<file path="src/rtl/asp_map.svh">
`ifndef ASP_MAP_SVH
`define ASP_MAP_SVH
// ==========================================
// command ids
`define ASP_ID_SET_ADV     8'h17
`define ASP_ID_GET_ADV     8'h18
`define ASP_ID_SET_SCAN    8'h19
`define ASP_ID_GET_SCAN    8'h1a
// ==========================================
// result codes
`define ASP_RES_OK         16'h0000
`define ASP_RES_BAD_ARG    16'h0001
`define ASP_RES_BAD_CMD    16'h0002
// ==========================================
// advertising defaults and limits
`define ASP_ADV_MODE_DEF   8'h02
`define ASP_ADV_TYPE_DEF   8'h00
`define ASP_ADV_INT_MIN    16'h0020
`define ASP_ADV_INT_MAX    16'h4000
`define ASP_ADV_INT_DEF    16'h0030
`define ASP_ADV_CHAN_DEF   8'h07
`define ASP_ADV_CHAN_MASK  8'h07
`define ASP_ADV_FILT_DEF   8'h00
`define ASP_TIMEOUT_DEF    16'h0000
`define ASP_ADV_FLAGS_DEF  8'h00
`define ASP_FLAG_AUTO_BIT  0
`define ASP_FLAG_CUST_BIT  1
`define ASP_ADV_FLAGS_MASK 8'h03
`define ASP_ADV_MODE_MAX   8'h02
`define ASP_ADV_TYPE_MAX   8'h03
`define ASP_FILT_MAX       8'h03
// ==========================================
// scan defaults and limits
`define ASP_SCAN_MODE_DEF  8'h02
`define ASP_SCAN_MODE_MAX  8'h02
`define ASP_SCAN_INT_MIN   16'h0004
`define ASP_SCAN_INT_MAX   16'h4000
`define ASP_SCAN_INT_DEF   16'h0100
`define ASP_SCAN_WIN_DEF   16'h0100
`define ASP_SCAN_ACT_DEF   8'h00
`define ASP_SCAN_FILT_DEF  8'h00
`define ASP_SCAN_DUP_DEF   8'h00
`define ASP_BOOL_MAX       8'h01
`endif

</file>
<file path="src/rtl/asp_pkg.sv">
`default_nettype none
package asp_pkg;
  // ==========================================
  // stored parameter sets
  typedef struct packed {
    logic [7:0]  mode;
    logic [7:0]  adv_kind;
    logic [15:0] interval;
    logic [7:0]  channels;
    logic [7:0]  filter;
    logic [15:0] timeout;
    logic [7:0]  flags;
  } asp_adv_type;

  typedef struct packed {
    logic [7:0]  mode;
    logic [15:0] interval;
    logic [15:0] window;
    logic [7:0]  active;
    logic [7:0]  filter;
    logic [7:0]  nodupe;
    logic [15:0] timeout;
  } asp_scan_type;

  typedef enum logic [1:0] {
    ASP_IDLE = 2'b00,
    ASP_REQ  = 2'b01,
    ASP_WAIT = 2'b10
  } asp_host_state_type;
endpackage : asp_pkg
`default_nettype wire

</file>
<file path="src/rtl/asp_if.sv">
`default_nettype none
interface asp_if;
  // command channel: host to device, with cmd_ready driven back from device to host
  logic                 cmd_valid;
  logic                 cmd_ready;
  logic [7:0]           cmd_id;
  asp_pkg::asp_adv_type  cmd_adv;
  asp_pkg::asp_scan_type cmd_scan;
  // response channel: device to host
  logic                 rsp_valid;
  logic [7:0]           rsp_id;
  logic [15:0]          rsp_result;
  asp_pkg::asp_adv_type  rsp_adv;
  asp_pkg::asp_scan_type rsp_scan;

  modport device (
    input  cmd_valid, cmd_id, cmd_adv, cmd_scan,
    output cmd_ready, rsp_valid, rsp_id, rsp_result, rsp_adv, rsp_scan
  );
  modport host (
    output cmd_valid, cmd_id, cmd_adv, cmd_scan,
    input  cmd_ready, rsp_valid, rsp_id, rsp_result, rsp_adv, rsp_scan
  );
endinterface : asp_if
`default_nettype wire

</file>
<file path="src/rtl/asp_check.sv">
`include "asp_map.svh"
`default_nettype none
module asp_check (
  input  wire asp_pkg::asp_adv_type  i_adv,
  input  wire asp_pkg::asp_scan_type i_scan,
  output logic                       o_adv_ok,
  output logic                       o_scan_ok
);
  // ==========================================
  // argument range checks
  always_comb begin
    o_adv_ok = (i_adv.mode <= `ASP_ADV_MODE_MAX)
      && (i_adv.adv_kind <= `ASP_ADV_TYPE_MAX)
      && (i_adv.interval >= `ASP_ADV_INT_MIN)
      && (i_adv.interval <= `ASP_ADV_INT_MAX)
      && ((i_adv.channels & `ASP_ADV_CHAN_MASK) != 8'h00)
      && ((i_adv.channels & ~`ASP_ADV_CHAN_MASK) == 8'h00)
      && (i_adv.filter <= `ASP_FILT_MAX)
      && ((i_adv.flags & ~`ASP_ADV_FLAGS_MASK) == 8'h00);
    o_scan_ok = (i_scan.mode <= `ASP_SCAN_MODE_MAX)
      && (i_scan.interval >= `ASP_SCAN_INT_MIN)
      && (i_scan.interval <= `ASP_SCAN_INT_MAX)
      && (i_scan.window >= `ASP_SCAN_INT_MIN)
      && (i_scan.window <= i_scan.interval)
      && (i_scan.active <= `ASP_BOOL_MAX)
      && (i_scan.filter <= `ASP_FILT_MAX)
      && (i_scan.nodupe <= `ASP_BOOL_MAX);
  end
endmodule : asp_check
`default_nettype wire

</file>
<file path="src/rtl/asp_device.sv">
`include "asp_map.svh"
`default_nettype none
module asp_device (
  input  wire logic                   i_mclk,
  input  wire logic                   i_reset,
  asp_if.device                       bus,
  output var asp_pkg::asp_adv_type    o_adv,
  output var asp_pkg::asp_scan_type   o_scan,
  output logic                        o_auto_adv,
  output logic                        o_custom_data,
  output logic                        o_active_scan,
  output logic                        o_dup_filter,
  output logic                        o_adv_timeout_en,
  output logic                        o_scan_timeout_en
);
  // ==========================================
  // factory defaults
  localparam asp_pkg::asp_adv_type ADV_DEF = '{
    mode: `ASP_ADV_MODE_DEF, adv_kind: `ASP_ADV_TYPE_DEF,
    interval: `ASP_ADV_INT_DEF, channels: `ASP_ADV_CHAN_DEF,
    filter: `ASP_ADV_FILT_DEF, timeout: `ASP_TIMEOUT_DEF,
    flags: `ASP_ADV_FLAGS_DEF};
  localparam asp_pkg::asp_scan_type SCAN_DEF = '{
    mode: `ASP_SCAN_MODE_DEF, interval: `ASP_SCAN_INT_DEF,
    window: `ASP_SCAN_WIN_DEF, active: `ASP_SCAN_ACT_DEF,
    filter: `ASP_SCAN_FILT_DEF, nodupe: `ASP_SCAN_DUP_DEF,
    timeout: `ASP_TIMEOUT_DEF};

  asp_pkg::asp_adv_type  adv;
  asp_pkg::asp_adv_type  next_adv;
  asp_pkg::asp_scan_type scan;
  asp_pkg::asp_scan_type next_scan;
  logic                  auto_adv;
  logic                  next_auto_adv;
  logic                  custom_data;
  logic                  next_custom_data;
  logic                  adv_timeout_en;
  logic                  next_adv_timeout_en;
  logic                  active_scan;
  logic                  next_active_scan;
  logic                  dup_filter;
  logic                  next_dup_filter;
  logic                  scan_timeout_en;
  logic                  next_scan_timeout_en;
  logic                  rsp_valid;
  logic                  next_rsp_valid;
  logic [7:0]            rsp_id;
  logic [7:0]            next_rsp_id;
  logic [15:0]           rsp_result;
  logic [15:0]           next_rsp_result;
  logic                  adv_ok;
  logic                  scan_ok;
  logic                  take_adv;
  logic                  take_scan;

  // ==========================================
  // argument checks
  // both sets are judged every cycle; only the decoded one is used
  asp_check u_check (
    .i_adv     (bus.cmd_adv),
    .i_scan    (bus.cmd_scan),
    .o_adv_ok  (adv_ok),
    .o_scan_ok (scan_ok)
  );

  // ==========================================
  // command decode
  // one command per cycle; answer follows one edge later
  // ready is tied high: every command is taken on the edge it is shown
  assign bus.cmd_ready = 1'b1;
  // a set lands only whole: one bad field leaves every field as it was
  assign take_adv  = bus.cmd_valid && (bus.cmd_id == `ASP_ID_SET_ADV) && adv_ok;
  assign take_scan = bus.cmd_valid && (bus.cmd_id == `ASP_ID_SET_SCAN) && scan_ok;

  // ==========================================
  // advertising set and its level outputs
  // levels follow next_adv so they move on the same edge as the set
  always_comb begin
    next_adv = adv;
    if (take_adv) begin
      next_adv = bus.cmd_adv;
    end
    next_auto_adv       = next_adv.flags[`ASP_FLAG_AUTO_BIT];
    next_custom_data    = next_adv.flags[`ASP_FLAG_CUST_BIT];
    next_adv_timeout_en = (next_adv.timeout != 16'h0000);
  end

  always_ff @(posedge i_mclk or posedge i_reset) begin
    if (i_reset) begin
      adv            <= ADV_DEF;
      auto_adv       <= ADV_DEF.flags[`ASP_FLAG_AUTO_BIT];
      custom_data    <= ADV_DEF.flags[`ASP_FLAG_CUST_BIT];
      adv_timeout_en <= (ADV_DEF.timeout != 16'h0000);
    end else begin
      adv            <= next_adv;
      auto_adv       <= next_auto_adv;
      custom_data    <= next_custom_data;
      adv_timeout_en <= next_adv_timeout_en;
    end
  end

  // ==========================================
  // scan set and its level outputs
  always_comb begin
    next_scan = scan;
    if (take_scan) begin
      next_scan = bus.cmd_scan;
    end
    next_active_scan     = next_scan.active[0];
    next_dup_filter      = next_scan.nodupe[0];
    next_scan_timeout_en = (next_scan.timeout != 16'h0000);
  end

  always_ff @(posedge i_mclk or posedge i_reset) begin
    if (i_reset) begin
      scan            <= SCAN_DEF;
      active_scan     <= SCAN_DEF.active[0];
      dup_filter      <= SCAN_DEF.nodupe[0];
      scan_timeout_en <= (SCAN_DEF.timeout != 16'h0000);
    end else begin
      scan            <= next_scan;
      active_scan     <= next_active_scan;
      dup_filter      <= next_dup_filter;
      scan_timeout_en <= next_scan_timeout_en;
    end
  end

  // ==========================================
  // response
  // unknown ids still answer, so the host never waits for nothing
  // id and result hold between answers; valid is a one-cycle pulse
  always_comb begin
    next_rsp_valid  = 1'b0;
    next_rsp_id     = rsp_id;
    next_rsp_result = rsp_result;
    if (bus.cmd_valid) begin
      next_rsp_valid = 1'b1;
      next_rsp_id    = bus.cmd_id;
      unique case (bus.cmd_id)
        `ASP_ID_SET_ADV: begin
          next_rsp_result = adv_ok ? `ASP_RES_OK : `ASP_RES_BAD_ARG;
        end
        `ASP_ID_SET_SCAN: begin
          next_rsp_result = scan_ok ? `ASP_RES_OK : `ASP_RES_BAD_ARG;
        end
        `ASP_ID_GET_ADV,
        `ASP_ID_GET_SCAN: begin
          next_rsp_result = `ASP_RES_OK;
        end
        default: begin
          next_rsp_result = `ASP_RES_BAD_CMD;
        end
      endcase
    end
  end

  always_ff @(posedge i_mclk or posedge i_reset) begin
    if (i_reset) begin
      rsp_valid  <= 1'b0;
      rsp_id     <= 8'h00;
      rsp_result <= 16'h0000;
    end else begin
      rsp_valid  <= next_rsp_valid;
      rsp_id     <= next_rsp_id;
      rsp_result <= next_rsp_result;
    end
  end

  // ==========================================
  // responses and stored sets back to the host side
  // stored sets are always shown; host takes them on rsp_valid and ignores rsp_id
  assign bus.rsp_valid  = rsp_valid;
  assign bus.rsp_id     = rsp_id;
  assign bus.rsp_result = rsp_result;
  assign bus.rsp_adv    = adv;
  assign bus.rsp_scan   = scan;

  // settings leave as levels only; timeouts are not range checked
  assign o_adv             = adv;
  assign o_scan            = scan;
  assign o_auto_adv        = auto_adv;
  assign o_custom_data     = custom_data;
  assign o_active_scan     = active_scan;
  assign o_dup_filter      = dup_filter;
  assign o_adv_timeout_en  = adv_timeout_en;
  assign o_scan_timeout_en = scan_timeout_en;
endmodule : asp_device
`default_nettype wire

</file>
<file path="src/flat_wrapper.sv">
// flat-port wrapper written by rule: the top's interface ports become plain ports
module asp_device_flat 
  (i_mclk, i_reset, o_adv, o_scan, o_auto_adv, o_custom_data, o_active_scan, o_dup_filter, o_adv_timeout_en, o_scan_timeout_en, bus_cmd_valid, bus_cmd_id, bus_cmd_adv, bus_cmd_scan, bus_cmd_ready, bus_rsp_valid, bus_rsp_id, bus_rsp_result, bus_rsp_adv, bus_rsp_scan);
  asp_if bus_i ();
  input  wire logic i_mclk;
  input  wire logic i_reset;
  output var asp_pkg::asp_adv_type o_adv;
  output var asp_pkg::asp_scan_type o_scan;
  output logic o_auto_adv;
  output logic o_custom_data;
  output logic o_active_scan;
  output logic o_dup_filter;
  output logic o_adv_timeout_en;
  output logic o_scan_timeout_en;
  input wire logic [$bits(bus_i.cmd_valid)-1:0] bus_cmd_valid;
  input wire logic [$bits(bus_i.cmd_id)-1:0] bus_cmd_id;
  input wire logic [$bits(bus_i.cmd_adv)-1:0] bus_cmd_adv;
  input wire logic [$bits(bus_i.cmd_scan)-1:0] bus_cmd_scan;
  output wire logic [$bits(bus_i.cmd_ready)-1:0] bus_cmd_ready;
  output wire logic [$bits(bus_i.rsp_valid)-1:0] bus_rsp_valid;
  output wire logic [$bits(bus_i.rsp_id)-1:0] bus_rsp_id;
  output wire logic [$bits(bus_i.rsp_result)-1:0] bus_rsp_result;
  output wire logic [$bits(bus_i.rsp_adv)-1:0] bus_rsp_adv;
  output wire logic [$bits(bus_i.rsp_scan)-1:0] bus_rsp_scan;
  assign bus_i.cmd_valid = bus_cmd_valid;
  assign bus_i.cmd_id = bus_cmd_id;
  assign bus_i.cmd_adv = bus_cmd_adv;
  assign bus_i.cmd_scan = bus_cmd_scan;
  assign bus_cmd_ready = bus_i.cmd_ready;
  assign bus_rsp_valid = bus_i.rsp_valid;
  assign bus_rsp_id = bus_i.rsp_id;
  assign bus_rsp_result = bus_i.rsp_result;
  assign bus_rsp_adv = bus_i.rsp_adv;
  assign bus_rsp_scan = bus_i.rsp_scan;
  asp_device u_core (.i_mclk(i_mclk), .i_reset(i_reset), .bus(bus_i), .o_adv(o_adv), .o_scan(o_scan), .o_auto_adv(o_auto_adv), .o_custom_data(o_custom_data), .o_active_scan(o_active_scan), .o_dup_filter(o_dup_filter), .o_adv_timeout_en(o_adv_timeout_en), .o_scan_timeout_en(o_scan_timeout_en));
endmodule
</file>
<file path="config.mk">
export PLATFORM = sky130hd
export DESIGN_NAME = asp_device_flat
export DESIGN_NICKNAME = d
export VERILOG_FILES = /design/src/rtl/asp_pkg.sv /design/src/rtl/asp_if.sv /design/src/rtl/asp_check.sv /design/src/rtl/asp_device.sv /design/src/flat_wrapper.sv
export VERILOG_INCLUDE_DIRS = /design/src /design/src/rtl
export SDC_FILE = /design/constraint.sdc
export NUM_CORES = 1
export LEC_CHECK = 0
export BUFFER_PORTS_ARGS = -buffer_cell sky130_fd_sc_hd__buf_2
export CAP_MARGIN = 20
export CORE_AREA = 3 3 194 196
export DETAILED_ROUTE_END_ITERATION = 6
export DIE_AREA = 0 0 197 199
export GPL_TIMING_DRIVEN = 1
export MAX_ROUTING_LAYER = met4
export PLACE_DENSITY = 0.46
export REMOVE_ABC_BUFFERS = 1
export SLEW_MARGIN = 20
export SYNTH_ARGS = -nofsm -noshare
export SYNTH_HDL_FRONTEND = slang
export SYNTH_SLANG_ARGS = --single-unit
export TNS_END_PERCENT = 100
</file>
<file path="constraint.sdc">
create_clock -name i_mclk -period 7.8 [get_ports i_mclk]
set_input_delay 0.39 -clock i_mclk [delete_from_list [all_inputs] [get_ports i_mclk]]
set_output_delay 0.39 -clock i_mclk [all_outputs]
set_load 0.1 [all_outputs]
</file>
### Word level (Yosys, flattened, before mapping)

Cells that the tools add are included.

| operators by class | value |
|---|---|
| magnitude comparators | 13 |
| equal/unequal tests | 4 |
| multiplexer cells | 6 |
| reduce and logical (&&, ||, !) cells | 24 |

Operators with widths:

| kind | count |
|---|---|
| $pmux W16 S3 | 1 |
| $le A8 B2 Y1 const B | 5 |
| $mux W33 | 1 |
| $eq A8 B5 Y1 const B | 4 |
| $ge A16 B3 Y1 const B | 2 |
| $le A16 B15 Y1 const B | 2 |
| $reduce_bool A16 Y1 | 2 |
| $mux W24 | 1 |
| $logic_and A1 B1 Y1 | 18 |
| $ge A16 B6 Y1 const B | 1 |
| $le A16 B16 Y1 | 1 |
| $le A8 B1 Y1 const B | 2 |
| $logic_not A8 Y1 | 2 |
| $reduce_bool A8 Y1 | 1 |
| $mux W1 | 3 |
| $reduce_or A2 Y1 | 1 |

| storage, ports and cells | value |
|---|---|
| register bits | 181 |
| output and inout port bits | 336 |

### Logic depth before layout (Yosys ltp)

| depth | value |
|---|---|
| word-level depth | 11 |
| mapped depth | 9 |
| depth with buffers taken out | 8 |

### Cells and area by module

Synthesis repeated with hierarchy kept, for this count alone.

| second synthesis, totals | value |
|---|---|
| cell total of the unflattened synthesis | 653 |
| area, all modules | 8764.7 um^2 |

Modules (own cells, without submodules):

| module | instances | cells each | area an instance (um^2) |
|---|---|---|---|
| asp_device | 1 | 553 | 8096.5 |
| asp_check | 1 | 100 | 668.1 |

### Worst setup path before layout

OpenSTA, ideal clock, no wires.

| path | value |
|---|---|
| path kind | input port to flip-flop |
| start | input port bus_cmd_scan[70] |
| end | register u_core.scan (netlist bit u_core.bus.rsp_scan[14]) |
| setup time | 126 ps |
| arrival time | 2221 ps |
| path slack | 5453 ps |
| stages on the path | 8 |
| buffers on the path | 1 |
| cell sequence | inv_1 ha_1 nand4_1 a2111o_1 o211a_1 o211ai_4 buf_6 mux2_2 |

RTL lines:

| element | line | RTL |
|---|---|---|
| start: declaration | flat_wrapper.sv:18 | `input wire logic [$bits(bus_i.cmd_scan)-1:0] bus_cmd_scan;` |
| end signal: assignment | asp_device.sv:121 | `scan <= next_scan;` |
| end: declaration | asp_device.sv:31 | `asp_pkg::asp_scan_type scan;` |

==> results.ini <==
[floorplan]
io_pins = 499
rows = 70
start_util = 0.222
die_y_microns = 199
core_sq_mm = 0.0363
die_area_sq_mm = 0.0392
die_w_microns = 197

[drt]
routedLengthMet1_mm = 9.64
wl_met2_mm = 11.6
ant_nets = 0
viasPerCell = 3.97
first_iter_violations = 130
wl_mm = 23.2
wl_met3_mm = 1.50
drt_drc_violations_left = 0
drt_pass1_iterations = 4
wl_per_cell_microns = 15.8
top_layer = met4
vias = 5817

[global_route]
antenna_found_initial = 1
grt_usage = 0.116
grt_pass1_vias = 5756
grt_max_degree = 101
grt.overflow.total = 0
grt_pass1_wl_mm = 33.6

[worst_setup_path]
cp.required_ps = 8120
start_kind = input port
r2r-start = u_core.bus.rsp_scan[6]
crit_type = input port to register
crit_start = bus_cmd_scan[57]
path_cells = buf_2, inv_1, ha_1, nor2b_1, o211ai_1, a2111o_1, o211a_1, o211ai_4, buf_4, mux2_2
critical_path.max_stage_delay_ps = 710
endpoint_kind = register
cp_max_fo = 75
crit_arrival_ps = 3200
slowest_stage = buf_4

[yosys]
ys.flop_type = dfrtp_1
synth_edf_count = 0
async_flop_share = 1.00
synth-seq-cells = 165
yosysSeqAreaShare = 0.515
syn_area_sq_mm = 0.00803
yosysWarnings = 0
synth_cells = 653
syn_area_per_cell_sq_um = 12.3
synth.distinct_cells = 36

[timing]
worst_pin_slew_ps = 969
max_freq_mhz = 348
skew_ps = 8.37
slew_headroom = 0.354
grt_setup_unrepaired = false
slew_viol_final = 0
setup_tns_ps = 0
post-route-min-period_ps = 2880
min_period_over_period = 0.369
hold_violations = 0
setup_viol = 0
worst_slack_ps = 4920

[clocking]
cts_setup_buffers = 0
clk_pin_slew_ps = 70
holdBufCountCts = 0
cts_made_buffers = 17
cts-htree-levels = 4
clockBufferDepth = 2
cts.sinks = 165
ctsResizeCount = 0
cts_tree = built
cts_root_buf = clkbuf_16
clk-insertion-delay-late_ps = 440

[power_and_ir_drop]
power_density_mw_per_mm2 = 187
ir_worst_vdd_v = 0.000147
p_leak_nw = 6.23

[placement]
dp.cells = 1432
gp_congestion = 0.803
dp_slack_ps = 4490
dp_hpwl_mm = 18.2
port_buffers = 483

[run]
max-cap-violations = 0

[run_status]
outcome = finished, final reports clean

[finish]
drive_gt1_frac = 0.640
syn_to_final_growth_pct = 28.7
final_cells = 1465
nets = 1162

[min_path]
hp-class = input port to asynchronous set/reset pin

==> final cells by class <==
cell class,count,area (sq um)
fillers,3833,25900
flip-flops and latches,165,4140
multi-input cells,295,2480
repair buffers,486,2440
well taps,468,586
clock buffers,17,425
clock inverters,15,190
inverters,18,72.6
diodes,1,2.50
==> kinds of logic (layout without fill, tap and decap cells) <==
logic type                 after synthesis  count (layout)  synth area share
and+or+nand+nor                        138             138             0.104
adders and majority gates               16              16            0.0249
muxes                                  106             106             0.154
DFF                                    165             165             0.515
AOI/OAI and AO/OA                       20              20            0.0185
buffers and inverters                  206             536             0.182
other                                    2              16          0.000935
==> power breakdown <==
| group | internal (W) | switching (W) |
|---|---|---|
| Combinational | 0.0000479 | 0.000126 |
| Clock | 0.000514 | 0.000387 |
| Sequential | 0.000860 | 0.00000195 |
| Total | 0.00142 | 0.000515 |
==> synth_stat cells (6+ instances only) <==
cell / number / area share
a21oi_1: 9 / 0.0056
and2_1: 57 / 0.044
buf_4: 171 / 0.16
buf_6: 6 / 0.0084
clkbuf_1: 7 / 0.0033
dfrtp_1: 156 / 0.49
dfstp_2: 9 / 0.029
ha_1: 16 / 0.025
inv_1: 18 / 0.0084
mux2_2: 92 / 0.13
mux2_4: 12 / 0.022
nand2_1: 9 / 0.0042
nand4_1: 10 / 0.0078
nor2_1: 7 / 0.0033
nor4_1: 37 / 0.029
==> layout by cell type, fill, tap and decap left out, types with 2 or more instances in the layout <==
| cell type | Yosys | routed |
|---|---|---|
| mux2i_1 | 2 | 2 |
| nor4_2 | 2 | 2 |
| ha_1 | 16 | 16 |
| clkinv_2 | 0 | 3 |
| mux2_2 | 92 | 92 |
| mux2_4 | 12 | 12 |
| a211oi_1 | 2 | 2 |
| and2_1 | 57 | 57 |
| bufinv_16 | 0 | 3 |
| conb_1 | 2 | 15 |
| inv_6 | 0 | 6 |
| inv_1 | 18 | 17 |
| nor2_1 | 7 | 7 |
| buf_2 | 4 | 483 |
| nand3_1 | 5 | 4 |
| dfstp_2 | 9 | 9 |
| nor3_1 | 4 | 4 |
| buf_4 | 171 | 3 |
| clkbuf_16 | 0 | 17 |
| nor2b_1 | 2 | 2 |
| dfrtp_1 | 156 | 156 |
| inv_8 | 0 | 3 |
| nand4_1 | 10 | 10 |
| nor4_1 | 37 | 37 |
| nand2_1 | 9 | 9 |
| a21oi_1 | 9 | 9 |
| o21ai_0 | 2 | 2 |
==> worst max-delay path, delay by kind of cell <==
| kind | cells | cell delay (ps) |
|---|---|---|
| AO/OA/AOI/OAI | 4 | 940 |
| adder cells (fa/ha/maj) | 1 | 290 |
| buffers and inverters | 3 | 890 |
| multiplexers | 1 | 410 |
| AND/OR/NAND/NOR | 1 | 140 |
==> final timing paths <==
check / endpoint / cells after the start / slack, ps
setup / recovery: u_core.bus.rsp_scan[14] / 10 / 4920
hold / removal: u_core.bus.rsp_adv[2] / 2 / 120
setup reg to reg: u_core.o_scan_timeout_en / 3 / 6510
hold reg to reg: u_core.bus.rsp_scan[31] / 1 / 500
max in group asynchronous: u_core.bus.rsp_adv[7] / 3 / 6150
min in group i_mclk: u_core.bus.rsp_adv[56] / 2 / 180
==> flip-flops by register name (all words and copies together) (netlist names) <==
name                      count
u_core.bus.rsp_scan          79
u_core.bus.rsp_adv           72
u_core.bus.rsp_id             8
u_core.bus.rsp_result         2
u_core.bus.rsp_valid          1
u_core.o_active_scan          1
u_core.o_adv_timeout_en       1
u_core.o_scan_timeout_en      1
==> layer usage <==
layer / vias to the layer above / global-route usage
li1: 2711 / -
met1: 2787 / 0.138
met5: - / -
met3: 24 / 0.0298
met2: 295 / 0.191
met4: 0 / 0.0380
==> metrics by stage <==
step,hold slack [ps],total power (W),util,instance area [sq um]
after global routing,152,0.00202,0.285,10300
after global placement,487,0.00105,0.268,9720
after CTS,136,0.00198,0.285,10300
after detailed placement,485,0.00105,0.268,9720
final,119,0.00194,0.285,10300
after floorplan,421,0.000981,-,6680
Power figures use the tool's default switching activity.
